`config.mk`:
```
export PLATFORM = sky130hd
export DESIGN_NAME = fsa_frame_sync
export DESIGN_NICKNAME = d
export VERILOG_FILES = /design/src/verilog/fsa_pkg.sv /design/src/verilog/fsa_frame_sync.sv
export SDC_FILE = /design/constraint.sdc
export NUM_CORES = 1
export LEC_CHECK = 0
export ABC_AREA = 1
export BUFFER_PORTS_ARGS = -buffer_cell sky130_fd_sc_hd__buf_2
export CORE_MARGIN = 2
export CORE_UTILIZATION = 52
export CTS_CLUSTER_DIAMETER = 50
export CTS_CLUSTER_SIZE = 14
export DETAILED_ROUTE_END_ITERATION = 10
export PLACE_DENSITY_LB_ADDON = 0.3
export SLEW_MARGIN = 20
export SYNTH_ARGS = -nofsm -noshare
export SYNTH_HDL_FRONTEND = slang
export SYNTH_SLANG_ARGS = --single-unit
```
`constraint.sdc`:
```
create_clock -name ref_clk -period 4.26 [get_ports ref_clk]
set_clock_uncertainty 0.15 [all_clocks]
set_input_delay 0.852 -clock ref_clk [delete_from_list [all_inputs] [get_ports ref_clk]]
set_output_delay 0.852 -clock ref_clk [all_outputs]
set_load 0.01 [all_outputs]
```
`src/verilog/fsa_pkg.sv`:
```
/*
 Constants for the frame-sync alignment block: register map,
 field positions, reset values, phase codes and recalibration states.
 Assumes it is compiled before every file that refers to it.
*/
package fsa_pkg;
  // Printed offsets are register indices; byte address is four times that
  localparam logic [11:0] IDX_CFG_A   = 12'h07A;
  localparam logic [11:0] IDX_CFG_B   = 12'h07B;
  localparam logic [11:0] IDX_CFG_C   = 12'h07C;
  localparam logic [11:0] ADDR_CFG_A  = 12'(IDX_CFG_A * 4);
  localparam logic [11:0] ADDR_CFG_B  = 12'(IDX_CFG_B * 4);
  localparam logic [11:0] ADDR_CFG_C  = 12'(IDX_CFG_C * 4);
  localparam logic [11:0] ADDR_STATUS = 12'h200;
  localparam logic [11:0] ADDR_MASK   = 12'h204;
  localparam logic [11:0] ADDR_STATE  = 12'h208;

  localparam logic [7:0] RST_CFG_A = 8'h00;
  localparam logic [7:0] RST_CFG_B = 8'h00;
  localparam logic [7:0] RST_CFG_C = 8'h2B;

  // Config A fields
  localparam int CA_DPLL_SEL = 7;
  localparam int CA_PAIR_MSB = 6;
  localparam int CA_PAIR_MID = 5;
  localparam int CA_PAIR_LSB = 4;
  localparam int CA_FP_INV   = 3;
  localparam int CA_FP_NAR   = 2;
  localparam int CA_MF_INV   = 1;
  localparam int CA_MF_NAR   = 0;
  // Config B fields
  localparam int CB_DECOUPLE = 7;
  localparam int CB_HIGHRATE = 6;
  localparam int CB_PH3      = 4;
  localparam int CB_PH2      = 2;
  localparam int CB_PH1      = 0;
  // Config C fields
  localparam int CC_OFFSET_RECALIBRATE    = 7;
  localparam int CC_LIM      = 4;
  localparam int CC_SRC      = 0;

  // Status and mask bits
  localparam int ST_MISALIGN = 0;
  localparam int ST_OFFSET_RECALIBRATE    = 1;

  localparam logic [1:0] RESP_OKAY   = 2'h0;
  localparam logic [1:0] RESP_SLVERR = 2'h2;

  // Sample phase codes
  localparam logic [1:0] PH_COINC      = 2'h0;
  localparam logic [1:0] PH_HALF_EARLY = 2'h1;
  localparam logic [1:0] PH_ONE_LATE   = 2'h2;
  localparam logic [1:0] PH_HALF_LATE  = 2'h3;

  localparam logic [3:0] CLK_NONE = 4'h0;
  localparam logic [3:0] MON_MAX  = 4'hF;

  typedef enum logic [2:0] {
    RC_IDLE   = 3'b000,
    RC_HOLD   = 3'b001,
    RC_ZERO   = 3'b010,
    RC_DIVRST = 3'b011,
    RC_BACK   = 3'b100,
    RC_EXIT   = 3'b101
  } fsa_offset_recalibrate_e;
endpackage : fsa_pkg

```
`src/verilog/fsa_frame_sync.sv`:
```
/*
 Frame-sync alignment block: AXI4-Lite register slave, frame and
 multiframe output shaping, sync pin pairing, sampling, misalignment
 monitor, offset recalibration sequencer and interrupt.
 Assumes DPLL squares, half-interval ticks, output_clock_3 tick and
 ramp-done come from logic on ref_clk; sync pins are asynchronous.
*/
`timescale 1ns/1ps
module fsa_frame_sync (
  input  wire logic        ref_clk,
  input  wire logic        rst_n,
  input  wire logic [11:0] awaddr,
  input  wire logic        awvalid,
  output logic             awready,
  input  wire logic [31:0] wdata,
  input  wire logic [3:0]  wstrb,
  input  wire logic        wvalid,
  output logic             wready,
  output logic [1:0]       bresp,
  output logic             bvalid,
  input  wire logic        bready,
  input  wire logic [11:0] araddr,
  input  wire logic        arvalid,
  output logic             arready,
  output logic [31:0]      rdata,
  output logic [1:0]       rresp,
  output logic             rvalid,
  input  wire logic        rready,
  input  wire logic        mainFrame,
  input  wire logic        auxFrame,
  input  wire logic        mainMultiframe,
  input  wire logic        auxMultiframe,
  input  wire logic        auxLocksToMain,
  input  wire logic        oc3Tick,
  input  wire logic [2:0]  syncPin,
  input  wire logic        lowRateHalfTick,
  input  wire logic        refRateHalfTick,
  input  wire logic        rampDone,
  output logic             framePulseOut,
  output logic             multiframePulseOut,
  output logic [3:0]       pairClk1,
  output logic [3:0]       pairClk2,
  output logic [3:0]       pairClk3,
  output logic             threePinMode,
  output logic             syncIgnored,
  output logic             resyncAll,
  output logic             resyncFrameOnly,
  output logic             miniHoldover,
  output logic             rampToZero,
  output logic             rampToOffset,
  output logic             dividerReset,
  output logic             misalignAlarm,
  output logic             irq
);
  logic [7:0]  cfgA, cfgB, cfgC;
  logic [1:0]  status, mask;
  logic        wrEn, rdEn, wrOk;
  logic        selAux, sq8, sq2, prev8, prev2, pul8, pul2;
  logic        rise8, rise2;
  logic [2:0]  syncMeta, syncSafe;
  logic [3:0]  hist [3];
  logic [2:0]  sampled, sampledPrev, syncFall;
  logic        halfTick, halfPhase, tick, syncEvt, undefSrc, threePin;
  logic [3:0]  sinceMf, pendCnt, limit;
  logic        pending;
  logic [3:0]  next_pair1, next_pair2, next_pair3;
  logic [31:0] next_rdata;
  logic        next_rdErr;
  fsa_pkg::fsa_offset_recalibrate_e rcState, next_rcState;

  // AXI write: wait for both channels, then a one-cycle ready pulse
  assign wrEn = awvalid && awready && wvalid && wready;
  assign wrOk = awaddr == fsa_pkg::ADDR_CFG_A || awaddr == fsa_pkg::ADDR_CFG_B
             || awaddr == fsa_pkg::ADDR_CFG_C || awaddr == fsa_pkg::ADDR_MASK
             || awaddr == fsa_pkg::ADDR_STATUS || awaddr == fsa_pkg::ADDR_STATE;
  always_ff @(posedge ref_clk) begin
    if (!rst_n) begin
      awready <= 1'b0;
      wready  <= 1'b0;
      bvalid  <= 1'b0;
      bresp   <= fsa_pkg::RESP_OKAY;
    end else begin
      awready <= awvalid && wvalid && !awready && !bvalid;
      wready  <= awvalid && wvalid && !awready && !bvalid;
      if (wrEn) begin
        bvalid <= 1'b1;
        bresp  <= wrOk ? fsa_pkg::RESP_OKAY : fsa_pkg::RESP_SLVERR;
      end else if (bready) begin
        bvalid <= 1'b0;
      end
    end
  end

  // Read mux; the recalibrate bit reads back live
  always_comb begin
    next_rdata = 32'h0;
    next_rdErr = 1'b0;
    unique case (araddr)
      fsa_pkg::ADDR_CFG_A:  next_rdata = {24'h0, cfgA};
      fsa_pkg::ADDR_CFG_B:  next_rdata = {24'h0, cfgB};
      fsa_pkg::ADDR_CFG_C:  next_rdata = {24'h0, cfgC};
      fsa_pkg::ADDR_STATUS: next_rdata = {30'h0, status};
      fsa_pkg::ADDR_MASK:   next_rdata = {30'h0, mask};
      fsa_pkg::ADDR_STATE:  next_rdata = {29'h0, pending, threePin, misalignAlarm};
      default:              next_rdErr = 1'b1;
    endcase
  end

  assign rdEn = arvalid && arready;
  always_ff @(posedge ref_clk) begin
    if (!rst_n) begin
      arready <= 1'b0;
      rvalid  <= 1'b0;
      rdata   <= 32'h0;
      rresp   <= fsa_pkg::RESP_OKAY;
    end else begin
      arready <= arvalid && !arready && !rvalid;
      if (rdEn) begin
        rvalid <= 1'b1;
        rdata  <= next_rdata;
        rresp  <= next_rdErr ? fsa_pkg::RESP_SLVERR : fsa_pkg::RESP_OKAY;
      end else if (rready) begin
        rvalid <= 1'b0;
      end
    end
  end

  // Config registers; only the low byte lane carries data
  always_ff @(posedge ref_clk) begin
    if (!rst_n) begin
      cfgA <= fsa_pkg::RST_CFG_A;
      cfgB <= fsa_pkg::RST_CFG_B;
      mask <= 2'h0;
    end else if (wrEn && wstrb[0]) begin
      if (awaddr == fsa_pkg::ADDR_CFG_A) cfgA <= wdata[7:0];
      if (awaddr == fsa_pkg::ADDR_CFG_B) cfgB <= wdata[7:0];
      if (awaddr == fsa_pkg::ADDR_MASK)  mask <= wdata[1:0];
    end
  end

  // Config C: writing 1 to recalibrate starts it; a 0 during a run is ignored
  always_ff @(posedge ref_clk) begin
    if (!rst_n) begin
      cfgC <= fsa_pkg::RST_CFG_C;
    end else begin
      if (wrEn && wstrb[0] && awaddr == fsa_pkg::ADDR_CFG_C) begin
        cfgC[6:0] <= wdata[6:0];
        if (wdata[fsa_pkg::CC_OFFSET_RECALIBRATE]) cfgC[fsa_pkg::CC_OFFSET_RECALIBRATE] <= 1'b1;
      end
      if (rcState == fsa_pkg::RC_EXIT) cfgC[fsa_pkg::CC_OFFSET_RECALIBRATE] <= 1'b0;
    end
  end

  // Recalibration sequencer
  always_comb begin
    next_rcState = rcState;
    unique case (rcState)
      fsa_pkg::RC_IDLE:   if (cfgC[fsa_pkg::CC_OFFSET_RECALIBRATE]) next_rcState = fsa_pkg::RC_HOLD;
      fsa_pkg::RC_HOLD:   next_rcState = fsa_pkg::RC_ZERO;
      fsa_pkg::RC_ZERO:   if (rampDone) next_rcState = fsa_pkg::RC_DIVRST;
      fsa_pkg::RC_DIVRST: next_rcState = fsa_pkg::RC_BACK;
      fsa_pkg::RC_BACK:   if (rampDone) next_rcState = fsa_pkg::RC_EXIT;
      fsa_pkg::RC_EXIT:   next_rcState = fsa_pkg::RC_IDLE;
      default:            next_rcState = fsa_pkg::RC_IDLE;
    endcase
  end

  // Sequencer outputs are registered from the next state so they align with it
  always_ff @(posedge ref_clk) begin
    if (!rst_n) begin
      rcState      <= fsa_pkg::RC_IDLE;
      miniHoldover <= 1'b0;
      rampToZero   <= 1'b0;
      rampToOffset <= 1'b0;
      dividerReset <= 1'b0;
    end else begin
      rcState      <= next_rcState;
      miniHoldover <= !(next_rcState inside {fsa_pkg::RC_IDLE, fsa_pkg::RC_EXIT});
      rampToZero   <= next_rcState == fsa_pkg::RC_ZERO;
      rampToOffset <= next_rcState == fsa_pkg::RC_BACK;
      dividerReset <= next_rcState == fsa_pkg::RC_DIVRST;
    end
  end

  // Frame and multiframe shaping
  assign selAux = cfgA[fsa_pkg::CA_DPLL_SEL] && !auxLocksToMain;
  assign sq8    = selAux ? auxFrame : mainFrame;
  assign sq2    = selAux ? auxMultiframe : mainMultiframe;
  assign rise8  = sq8 && !prev8;
  assign rise2  = sq2 && !prev2;

  // Narrow pulse starts on the square's rising edge, ends at next OC3 tick
  always_ff @(posedge ref_clk) begin
    if (!rst_n) begin
      prev8 <= 1'b0;
      prev2 <= 1'b0;
      pul8  <= 1'b0;
      pul2  <= 1'b0;
    end else begin
      prev8 <= sq8;
      prev2 <= sq2;
      pul8  <= rise8 || (pul8 && !oc3Tick);
      pul2  <= rise2 || (pul2 && !oc3Tick);
    end
  end

  always_ff @(posedge ref_clk) begin
    if (!rst_n) begin
      framePulseOut      <= 1'b0;
      multiframePulseOut <= 1'b0;
    end else begin
      framePulseOut      <= (cfgA[fsa_pkg::CA_FP_NAR] ? pul8 : sq8) ^ cfgA[fsa_pkg::CA_FP_INV];
      multiframePulseOut <= (cfgA[fsa_pkg::CA_MF_NAR] ? pul2 : sq2) ^ cfgA[fsa_pkg::CA_MF_INV];
    end
  end

  // Sync pin pairing
  assign threePin = cfgC[3:2] == 2'b11;
  always_comb begin
    next_pair1 = fsa_pkg::CLK_NONE;
    next_pair2 = fsa_pkg::CLK_NONE;
    next_pair3 = fsa_pkg::CLK_NONE;
    undefSrc   = 1'b0;
    if (threePin) begin
      // Pairing msb clear is treated like set with both low bits clear
      next_pair1 = (cfgA[fsa_pkg::CA_PAIR_MSB] && cfgA[fsa_pkg::CA_PAIR_LSB]) ? 4'h5 : 4'h3;
      next_pair2 = (cfgA[fsa_pkg::CA_PAIR_MSB] && cfgA[fsa_pkg::CA_PAIR_LSB]) ? 4'h6 : 4'h4;
      next_pair3 = (cfgA[fsa_pkg::CA_PAIR_MSB] && cfgA[fsa_pkg::CA_PAIR_MID]) ? 4'h2 : 4'h9;
    end else begin
      unique case (cfgC[3:0])
        4'h0:    next_pair1 = 4'h1;
        4'h2, 4'h3, 4'h4, 4'h5, 4'h6, 4'h8, 4'h9: next_pair1 = cfgC[3:0];
        default: undefSrc = 1'b1;
      endcase
    end
  end

  always_ff @(posedge ref_clk) begin
    if (!rst_n) begin
      pairClk1     <= fsa_pkg::CLK_NONE;
      pairClk2     <= fsa_pkg::CLK_NONE;
      pairClk3     <= fsa_pkg::CLK_NONE;
      threePinMode <= 1'b0;
      syncIgnored  <= 1'b0;
    end else begin
      pairClk1     <= next_pair1;
      pairClk2     <= next_pair2;
      pairClk3     <= next_pair3;
      threePinMode <= threePin;
      syncIgnored  <= undefSrc;
    end
  end

  // Pin synchroniser; only the second stage is read by logic
  always_ff @(posedge ref_clk) begin
    if (!rst_n) begin
      syncMeta <= 3'h0;
      syncSafe <= 3'h0;
    end else begin
      syncMeta <= syncPin;
      syncSafe <= syncMeta;
    end
  end

  // Sampling rate follows the high-rate bit; ticks arrive at half intervals
  assign halfTick = cfgB[fsa_pkg::CB_HIGHRATE] ? refRateHalfTick : lowRateHalfTick;
  assign tick     = halfTick && halfPhase;
  always_ff @(posedge ref_clk) begin
    if (!rst_n) halfPhase <= 1'b0;
    else if (halfTick) halfPhase <= !halfPhase;
  end

  // Per-pin half-interval history; the phase code picks the tap
  for (genvar p = 0; p < 3; p++) begin : g_pin
    logic [1:0] phCode, tap;
    assign phCode = cfgB[2*p +: 2];
    always_comb begin
      unique case (phCode)
        fsa_pkg::PH_HALF_EARLY: tap = 2'd0;
        fsa_pkg::PH_COINC:      tap = 2'd1;
        fsa_pkg::PH_HALF_LATE:  tap = 2'd2;
        fsa_pkg::PH_ONE_LATE:   tap = 2'd3;
      endcase
    end
    always_ff @(posedge ref_clk) begin
      if (!rst_n) begin
        hist[p]        <= 4'hF;
        sampled[p]     <= 1'b1;
        sampledPrev[p] <= 1'b1;
        syncFall[p]    <= 1'b0;
      end else begin
        if (halfTick) hist[p] <= {hist[p][2:0], syncSafe[p]};
        if (tick) begin
          sampled[p]     <= hist[p][tap];
          sampledPrev[p] <= sampled[p];
        end
        syncFall[p] <= tick && sampledPrev[p] && !sampled[p];
      end
    end
  end

  // Pin 1 only in single mode, all three pins in three-pin mode
  assign syncEvt = !undefSrc && (syncFall[0] || (threePin && (syncFall[1] || syncFall[2])));

  always_ff @(posedge ref_clk) begin
    if (!rst_n) begin
      resyncAll       <= 1'b0;
      resyncFrameOnly <= 1'b0;
    end else begin
      resyncAll       <= syncEvt && !cfgB[fsa_pkg::CB_DECOUPLE];
      resyncFrameOnly <= syncEvt && cfgB[fsa_pkg::CB_DECOUPLE];
    end
  end

  // Misalignment monitor, counted in sampling ticks around multiframe edges
  assign limit = 4'(cfgC[6:4]) + 4'h1;
  always_ff @(posedge ref_clk) begin
    if (!rst_n) begin
      sinceMf       <= fsa_pkg::MON_MAX;
      pendCnt       <= 4'h0;
      pending       <= 1'b0;
      misalignAlarm <= 1'b0;
    end else begin
      if (rise2) sinceMf <= 4'h0;
      else if (tick && sinceMf != fsa_pkg::MON_MAX) sinceMf <= sinceMf + 4'h1;
      if (syncEvt) begin
        if (sinceMf <= limit) begin
          misalignAlarm <= 1'b0;
          pending       <= 1'b0;
        end else begin
          pending <= 1'b1;
          pendCnt <= limit;
        end
      end else if (pending) begin
        if (rise2) begin
          pending       <= 1'b0;
          misalignAlarm <= 1'b0;
        end else if (tick) begin
          if (pendCnt == 4'h1) begin
            pending       <= 1'b0;
            misalignAlarm <= 1'b1;
          end
          pendCnt <= pendCnt - 4'h1;
        end
      end
    end
  end

  // Sticky status, cleared by a read; a new event in the same cycle wins
  always_ff @(posedge ref_clk) begin
    if (!rst_n) begin
      status <= 2'h0;
      irq    <= 1'b0;
    end else begin
      if (rdEn && araddr == fsa_pkg::ADDR_STATUS) status <= 2'h0;
      if (pending && tick && pendCnt == 4'h1 && !rise2 && !syncEvt) status[fsa_pkg::ST_MISALIGN] <= 1'b1;
      if (rcState == fsa_pkg::RC_EXIT) status[fsa_pkg::ST_OFFSET_RECALIBRATE] <= 1'b1;
      irq <= |(status & mask);
    end
  end
endmodule : fsa_frame_sync

```
==> results of run 1 <==
-- cell usage in the layout (no fill, tap or decap), drive strengths merged, types with 12 or more instances in the layout --
master / n
a21oi: 45
buf: 89
conb: 29
dfxtp: 94
edfxtp: 12
inv: 110
nand2: 135
nand3: 57
nor2: 87
o211ai: 15
o21ai: 38
-- metrics by stage --
step,worst slack [ps],cell area (sq um)
4_1_cts,2041,5718
2_1_floorplan,2157,5236
3_5_place_dp,1650,5542
3_3_place_gp,1689,5542
5_1_grt,1864,5718
6_report,2031,5718
-- path summary, 6_finish.rpt --
kind                                        startpoint                       end  cells past startpoint
worst max register to register    cfgC[4]$_SDFFE_PN0P_   pendCnt[3]$_SDFFE_PN0P_                     12
worst min-delay path            syncMeta[1]$_SDFF_PN0_    syncSafe[1]$_SDFF_PN0_                      2
worst max-delay path                             rst_n  hist[2][1]$_SDFFCE_PN1P_                      5
worst min register to register  syncMeta[1]$_SDFF_PN0_    syncSafe[1]$_SDFF_PN0_                      2
-- routing by layer --
metal  GRT usage  vias up  routed length, um
met5           0        -                  0
li1            -     2359                  -
met1      0.2827     2089               5156
met3     0.03360       23                589
met2      0.3881      152               5587
met4      0.1032        0                326
-- flip-flops by register name, indices dropped and copies added, names as in the netlist, 3 cells and up --
name / flops
sinceMf: 4
cfgC: 8
cfgA: 8
syncMeta: 3
sampledPrev: 3
sampled: 3
syncFall: 3
cfgB: 8
pendCnt: 4
pairClk1: 4
rdata: 8
rcState: 3
syncSafe: 3
hist: 12
-- cells by family (layout without fill, tap and decap cells) --
group           count (synthesis)  in the layout
fa+ha+maj                       8              8
compound gates                112            112
xor+xnor                        4              4
simple gates                  312            312
flops                         106            106
buf+inv                       156            213
other cells                     1             29
-- tightest hold or removal path, stage by stage, from the launching register on --
cell and delay [ps]:
dfxtp_1 310, nand2_1 50, inv_1 30
-- cell type report --
cell class / instances / area [sq um] / share of cell area
inverter: 108 / 405.4 / 0.07090
timing repair buffer: 89 / 450.4 / 0.07877
clock inverter: 5 / 45.04 / 0.007877
clock buffer: 11 / 131.4 / 0.02298
tap: 133 / 166.4 / 0.02910
multi-input combinational: 465 / 2277 / 0.3982
sequential: 106 / 2242 / 0.3921
-- power groups by stage --
stage	Sequential, W	Combinational (W)	Clock, W
after floorplan	0.00106	0.000115	0
after global placement	0.00106	0.000145	0
after detailed placement	0.00106	0.000152	0
after CTS	0.00104	0.000153	0.000592
after global routing	0.00104	0.000175	0.000631
final	0.00104	0.000152	0.000577
==> metrics.yaml, run 1 <==
status: "complete, no violations"
num_antenna_cells: 0
synth_area_leaders: "dfxtp_1 37%, nand2_1 9.4%, inv_1 7.6%"
fmax_mhz: 448.7
root_buffer: "clkbuf_8"
hold_viol_final: 0
core_sq_um: 9684
avgSynthCellArea_sq_um: 7.341
timing.final.crit_share: 0.5232
pwr-share-clk: 0.326
slew_headroom: 0.4822
combPwrFrac: 0.086
setup-tns-final_ps: 0
drv_slew: 0
ant_nets: 0
synth_top_family_by_area: "simple AND/OR/NAND/NOR gates"
path_buf_inv: 3
grt_pass1_wl_mm: 18.89
cts_resized: 0
die_h_um: 103.3
cts_tree: "done"
yosys.area.top_type_share: 0.3667
insertion_delay_ps: 360
max_stage_delay_ps: 620
antenna_found_initial: 0
drt-vias-per-instance: 5.041
place_congestion: 0.8796
synth_compound_area_frac: 0.1253
grt_overflow: 0
synth_fa_ha_area_frac: 0.01951
drc: 0
cts_max_path_buffers: 2
start_util: 0.5298
arrival_ps: 2160
fin_util: 0.5904
cap_viol_max_count: 0
via_count: 4623
slowest_stage: "nor2_1"
crit_type: "primary input to flop"
synth_cell_types: 35
p_leak_nw: 2.818
syn2layout_area_growth_pct: 11.44
yosysMostFrequentCell: "nand2_1"
rows: 36
routed_wl_mm: 11.66
synth_edf_count: 12
grt_max_degree: 49
drive_gt1_frac: 0.1582
tightestPinTransition_ps: 773.8
ys_top_cells_by_count: "129 x nand2_1, 104 x inv_1, 94 x dfxtp_1"
ys_warn_count: 0
fillCellCount: 943
netlist_area_sq_um: 5131
regToRegSetupSlack_ps: 2120
switchingPower_w: 0.0004649
power.density_nw_per_um2: 309.3
critical_path.cell_chain: "buf_2 > buf_4 > inv_1 > nor2_1 > nand2_1"
intPower_w: 0.001304
layoutNonFillerInstCount: 917
hold_ws_ps: 273.8
synthCells: 699
setup.worst_path.start_class: "primary input"
holdBufCountCts: 0
synthMuxAreaShare: 0
synth.largest_area_cell: "dfxtp_1"
synth_xor_area_frac: 0.006828
dp_cells: 901
nNetsFinal: 866
cts_sinks: 106
hp-class: "flop to flop"
ir_worst_vdd_uv: 199.5
setup_viol: 0
finalCriticalPeriod_ps: 2229
p_seq_frac: 0.588
critPathCaptureType: "flop"
seq_area_frac_synth: 0.4370
cts_setup_buffers: 0
grt_use_total: 0.2266
die_area_sq_um: 10680
cts-buffers-inserted: 9
ys.flop_type: "dfxtp_1"
die-width_um: 103.3
drt-pass1-iter-count: 6
drt_iter0_drc: 211
ctsHtreeMaxLevel: 3
rsz0062_at_grt: "false"
grt_pass1_vias: 4148
ys_ff_latch: 106
clkTransAtPathRegs_ps: 110
async_reset_ff_frac: 0
p_sw_frac: 0.2629
hpwlAfterDp_mm: 8.543
wl_per_cell_um: 12.71
critical_path.top_delay_family: "simple AND/OR/NAND/NOR gates"
crit_fanout: 44
total_power_w: 0.001769
ioPinCount: 144
required_ps: 4190
io_buffers: 87
synth-simple-area-share: 0.2709
(Power assumes the default switching activity.)
==> inputs of run 2 (changes only) <==
--- a/config.mk
+++ b/config.mk
@@ -8,7 +8,7 @@
 export ABC_AREA = 1
 export BUFFER_PORTS_ARGS = -buffer_cell sky130_fd_sc_hd__buf_2
 export CORE_MARGIN = 2
-export CORE_UTILIZATION = 52
+export CORE_UTILIZATION = 47
 export CTS_CLUSTER_DIAMETER = 50
 export CTS_CLUSTER_SIZE = 14
 export DETAILED_ROUTE_END_ITERATION = 10
==> constraint.sdc (replaced) <==
create_clock -name ref_clk -period 1.8 [get_ports ref_clk]
set_clock_uncertainty 0.15 [all_clocks]
set_input_delay 0.36 -clock ref_clk [delete_from_list [all_inputs] [get_ports ref_clk]]
set_output_delay 0.36 -clock ref_clk [all_outputs]
set_load 0.01 [all_outputs]
==> run 2 against run 1 <==
  * The run now ends with negative setup slack left
  * Critical endpoint is now pendCnt[2]$_SDFFE_PN0P_
  * Count of clock-buffer cells in the layout down 1
  * Die area rose by 10%
  * Sequential share of layout area is 2.3 points lower
  * First-iteration DRC count up 36%
  * Critical path type is now flop to flop
  * Cell count rose by 4.4%
  * Register-to-register slack worse by 2200 ps
  * Wire length rose by 6.6%
  * Core utilization fell by 2.5 points
  * Flip-flop and latch count is the same
  * Via count increased by 3.0%
  * Power up 140%
  * Non-clock buffer count up 33
==> metrics.yaml, run 2 (synthesis results as in run 1) <==
critPathCaptureType: "flop"
hold_path_startpoint: "syncPin[1]"
final_cell_mix: "128 x nand2_1, 101 x inv_1, 91 x dfxtp_1"
violations: "negative setup slack"
rows: 38
drive_gt1_frac: 0.2118
nNetsFinal: 899
layout_commonest_cell: "nand2_1"
grt_pass1_vias: 4424
syn2layout_area_growth_pct: 18.48
num_antenna_cells: 0
multi_input_area_sq_um: 2340
whs_path_depth: 3
r2r-end: "pendCnt[2]$_SDFFE_PN0P_"
met3_usage: 0.03134
cap_viol_max_count: 0
status: "finished with violations"
via_count: 4760
arrival_ps: 2050
hold_ws_ps: 8.772
root_buffer: "clkbuf_8"
drc: 0
seqCellArea_sq_um: 2246
clkTransAtPathRegs_ps: 110
insertion_delay_ps: 380
wl_per_cell_um: 12.98
grt_use_total: 0.2179
ctsHtreeMaxLevel: 3
grt_pass1_wl_mm: 20.11
hpwlAfterDp_mm: 9.625
grt_overflow: 0
cts_tree: "done"
setup_viol: 5
die_h_um: 108.5
drv_slew: 0
cts-buffers-inserted: 9
ioPinCount: 144
largest_reg_flops: 12
die_area_sq_um: 11770
cts_max_path_buffers: 2
drt-vias-per-instance: 4.974
regToRegSetupSlack_ps: -110
fillCellCount: 1013
fin_area_sq_um: 6080
cts_sinks: 106
r2r_start: "cfgC[5]$_SDFFE_PN1P_"
ir_worst_vdd_uv: 339.6
routed_wl_mm: 12.43
place_congestion: 0.9198
holdBufCountCts: 0
required_ps: 1930
hold_viol_final: 0
place_area_sq_um: 5822
setup-tns-final_ps: -483.9
p_leak_nw: 2.990
fin_util: 0.5658
timing.final.crit_share: 1.063
grt.busiest_layer: "met2"
setup.worst_path.start_class: "flop"
fmax_mhz: 522.6
core_sq_um: 10750
gr-usage-met2: 0.3830
ant_nets: 0
start_util: 0.4775
fin_ws_ps: -113.6
total_power_w: 0.004224
power.density_nw_per_um2: 694.8
rsz0062_at_grt: "true"
rr_worst_depth: 12
crit_fanout: 7
crit_end: "pendCnt[2]$_SDFFE_PN0P_"
drt_iter0_drc: 287
hp-class: "primary input to flop"
grt_max_degree: 26
crit_type: "flop to flop"
crit_start: "cfgC[5]$_SDFFE_PN1P_"
top_register: "hist"
drt-pass1-iter-count: 5
io_buffers: 87
met1_usage: 0.2668
die-width_um: 108.5
finalCriticalPeriod_ps: 1914
antenna_found_initial: 0
-- run 2: cell count changes in the layout (fill, tap and decap cells not counted), moves of 3 or more --
cell,delta
buf_4,+30
buf_12,+3
dfxtp_1,-3
dfxtp_2,+3
ha_1,-3
ha_4,+3
inv_1,-3
-- run 2: metrics by stage --
step / std cells / worst slack (ps)
2_1_floorplan: 727 / 0.8816
3_3_place_gp: 938 / -63.36
3_5_place_dp: 938 / -85.38
4_1_cts: 954 / -85.15
5_1_grt: 957 / -189.0
6_report: 957 / -113.6
-- run 2: routing by layer --
layer,vias to the layer above,wire length (um)
met5,-,0
met4,0,213
met3,17,599
met2,137,6124
met1,2182,5489
li1,2424,-
-- run 2: cell type report --
type / count / share of cell area
clock buffers: 10 / 0.02099
multi-input cells: 465 / 0.3849
repair buffers: 122 / 0.1210
well taps: 140 / 0.02881
clock inverters: 6 / 0.007615
flip-flops and latches: 106 / 0.3694
inverters: 108 / 0.06730
-- run 2: worst min-delay path by stage --
stage and endpoint:
2_1_floorplan syncSafe[0]$_SDFF_PN0_, 3_3_place_gp syncSafe[0]$_SDFF_PN0_, 3_5_place_dp syncSafe[0]$_SDFF_PN0_, 4_1_cts syncMeta[1]$_SDFF_PN0_
5_1_grt syncMeta[2]$_SDFF_PN0_, 6_report syncMeta[1]$_SDFF_PN0_
-- run 2: what timing repair did --
| item | in CTS | in global routing |
|---|---|---|
| buffers inserted | 0 | 3 |
| endpoints found under the setup margin | 6 | 15 |
| resized for setup | 2 | 7 |
| hold endpoints to repair | 0 | 0 |
| pin swaps | 4 | 9 |
-- run 2: where the power goes --
part | switching [W] | internal [W] | leakage [nW] | total [W]
registers | 0.0000289 | 0.00244 | 0.860 | 0.00246
logic | 0.000250 | 0.000151 | 2.04 | 0.000401
clock network | 0.000837 | 0.000520 | 0.0920 | 0.00136
-- run 2: worst max-delay path, cell delays in order (launching register included) --
cell and delay (ps):
dfxtp_2 350, ha_4 260, inv_2 40, ha_4 260
inv_2 30, o21bai_1 110, nand2_1 90, a21oi_2 200
nand2_4 110, nand2_2 80, nand2_1 50, inv_1 60
nor2_1 40
==> inputs of run 3 (changes only) <==
--- a/config.mk
+++ b/config.mk
@@ -8,8 +8,8 @@
 export ABC_AREA = 1
 export BUFFER_PORTS_ARGS = -buffer_cell sky130_fd_sc_hd__buf_2
 export CORE_MARGIN = 2
-export CORE_UTILIZATION = 47
-export CTS_CLUSTER_DIAMETER = 50
+export CORE_UTILIZATION = 52
+export CTS_CLUSTER_DIAMETER = 80
 export CTS_CLUSTER_SIZE = 14
 export DETAILED_ROUTE_END_ITERATION = 10
 export PLACE_DENSITY_LB_ADDON = 0.3
==> constraint.sdc (replaced) <==
create_clock -name ref_clk -period 2.37 [get_ports ref_clk]
set_clock_uncertainty 0.15 [all_clocks]
set_input_delay 0.474 -clock ref_clk [delete_from_list [all_inputs] [get_ports ref_clk]]
set_output_delay 0.474 -clock ref_clk [all_outputs]
set_load 0.01 [all_outputs]
==> run 3 against run 2 <==
  * The run now ends clean
  * Sequential share of layout area grew 1.9 points
  * Sequential power down 24%
  * Core utilization rose by 3.0 points
  * Power fell by 25%
  * Worst hold slack improved by 130 ps
  * Global-route usage grew 1.4 points
  * Register-to-register slack better by 410 ps
  * Cell count is 3.3% lower
  * Setup slack better by 410 ps
  * Largest cell class unchanged
  * Largest power group unchanged
==> metrics.yaml, run 3 (synthesis results as in run 1) <==
syn2layout_area_growth_pct: 12.46
holdBufCountCts: 0
hpwlAfterDp_mm: 8.984
die-width_um: 103.3
setup.worst_path.start_class: "flop"
slowest_stage: "dfxtp_1"
antenna_found_initial: 0
whs_path_depth: 3
crit_fanout: 7
num_antenna_cells: 0
grt_overflow: 0
cts_setup_buffers: 0
crit_type: "flop to flop"
cts_tree: "done"
top_register: "hist"
slew_headroom: 0.6291
die_area_sq_um: 10680
drv_slew: 0
hp-class: "primary input to flop"
r2r_start: "cfgC[5]$_SDFFE_PN1P_"
min_to: "syncMeta[2]$_SDFF_PN0_"
p_sw_frac: 0.2634
place_congestion: 0.9827
power.density_nw_per_um2: 549.3
cts_max_path_buffers: 2
rr_worst_depth: 12
start_util: 0.5298
cts_resized: 0
drt-vias-per-instance: 5.013
combPwrFrac: 0.088
arrival_ps: 2200
layout_commonest_cell: "nand2_1"
required_ps: 2490
cts-buffers-inserted: 9
rows: 36
p_seq_frac: 0.590
crit_start: "cfgC[5]$_SDFFE_PN1P_"
final_cell_mix: "129 x nand2_1, 104 x inv_1, 94 x dfxtp_1"
drt_iter0_drc: 263
io_buffers: 87
grt_pass1_wl_mm: 19.30
cap_viol_max_count: 0
drive_gt1_frac: 0.1679
setup_viol: 0
critical_path.cell_chain: "ha_1 > inv_1 > ha_1 > inv_1 > o21bai_1 > nand2_1 > a21oi_1 > nand2_4 > nand2_1 > nand2_1 > inv_1 > nor2_1"
status: "complete, no violations"
drt-pass1-iter-count: 5
core_sq_um: 9684
ant_nets: 0
rsz0062_at_grt: "false"
intPower_w: 0.002335
max_stage_delay_ps: 380
hold_path_startpoint: "syncPin[2]"
total_power_w: 0.003170
tightestPinTransition_ps: 555.0
ioPinCount: 144
nNetsFinal: 874
hold_viol_final: 0
finalCriticalPeriod_ps: 2071
fillCellCount: 891
fmax_mhz: 482.8
largest_reg_flops: 12
pwr-share-clk: 0.322
grt_pass1_vias: 4206
seqCellArea_sq_um: 2242
ir_worst_vdd_uv: 291.8
clkTransAtPathRegs_ps: 110
r2r-end: "pendCnt[2]$_SDFFE_PN0P_"
p_leak_nw: 2.863
wl_per_cell_um: 12.87
regToRegSetupSlack_ps: 300
ctsHtreeMaxLevel: 3
die_h_um: 103.3
critPathCaptureType: "flop"
via_count: 4637
drc: 0
timing.final.crit_share: 0.8739
multi_input_area_sq_um: 2277
setup-tns-final_ps: 0
grt_max_degree: 40
grt_use_total: 0.2321
insertion_delay_ps: 380
root_buffer: "clkbuf_8"
routed_wl_mm: 11.90
switchingPower_w: 0.0008350
cts_sinks: 106
[run 3: worst max-delay path: cells and delay by family (launching register included)]
family                   cells  cell delay, ps
AO/OA/AOI/OAI                2             340
adder cells (fa/ha/maj)      2             590
buffers and inverters        3             140
flip-flops                   1             380
AND/OR/NAND/NOR              5             370
[run 3: power by group through the flow]
stage               registers, W  clock network, W  logic, W
floorplan                0.00191                 0  0.000207
global placement         0.00191                 0  0.000267
detailed placement       0.00191                 0  0.000277
CTS                      0.00187           0.00104  0.000280
global route             0.00188           0.00109  0.000323
finish                   0.00187           0.00102  0.000280
[run 3: routing by layer]
metal / part of all wire / vias up / routed length (um) / GRT usage
li1: - / 2366 / - / -
met5: 0 / - / 0 / 0
met4: 0.016 / 0 / 189 / 0.08704
met1: 0.43 / 2103 / 5091 / 0.2814
met3: 0.055 / 15 / 657 / 0.03091
met2: 0.50 / 153 / 5963 / 0.4191
[run 3: area by class of cell]
class | count | share of cell area
multi-input cells | 465 | 0.3946
repair buffers | 97 | 0.08847
clock inverters | 6 | 0.007155
inverters | 108 | 0.07025
well taps | 133 | 0.02884
clock buffers | 10 | 0.02212
flip-flops and latches | 106 | 0.3886
[run 3: per-stage QoR]
| stage | setup WS, ps | utilization | hold slack (ps) | std cells | area, sq um |
|---|---|---|---|---|---|
| floorplan | 479.6 | - | 240.5 | 727 | 5236 |
| global placement | 336.4 | 0.5784 | 255.8 | 909 | 5602 |
| detailed placement | 313.1 | 0.5784 | 262.0 | 909 | 5602 |
| CTS | 282.3 | 0.5959 | 126.4 | 925 | 5771 |
| global route | 136.5 | 0.5959 | 138.7 | 925 | 5771 |
| finish | 298.9 | 0.5959 | 134.2 | 925 | 5771 |
[run 3: how the worst max path moves through the flow]
stage	to	slack, ps	cells past startpoint
2_1_floorplan	pendCnt[2]$_SDFFE_PN0P_	480	12
3_3_place_gp	pendCnt[3]$_SDFFE_PN0P_	340	13
3_5_place_dp	pendCnt[2]$_SDFFE_PN0P_	310	12
4_1_cts	pendCnt[2]$_SDFFE_PN0P_	280	12
5_1_grt	pendCnt[2]$_SDFFE_PN0P_	140	13
6_report	pendCnt[2]$_SDFFE_PN0P_	300	12
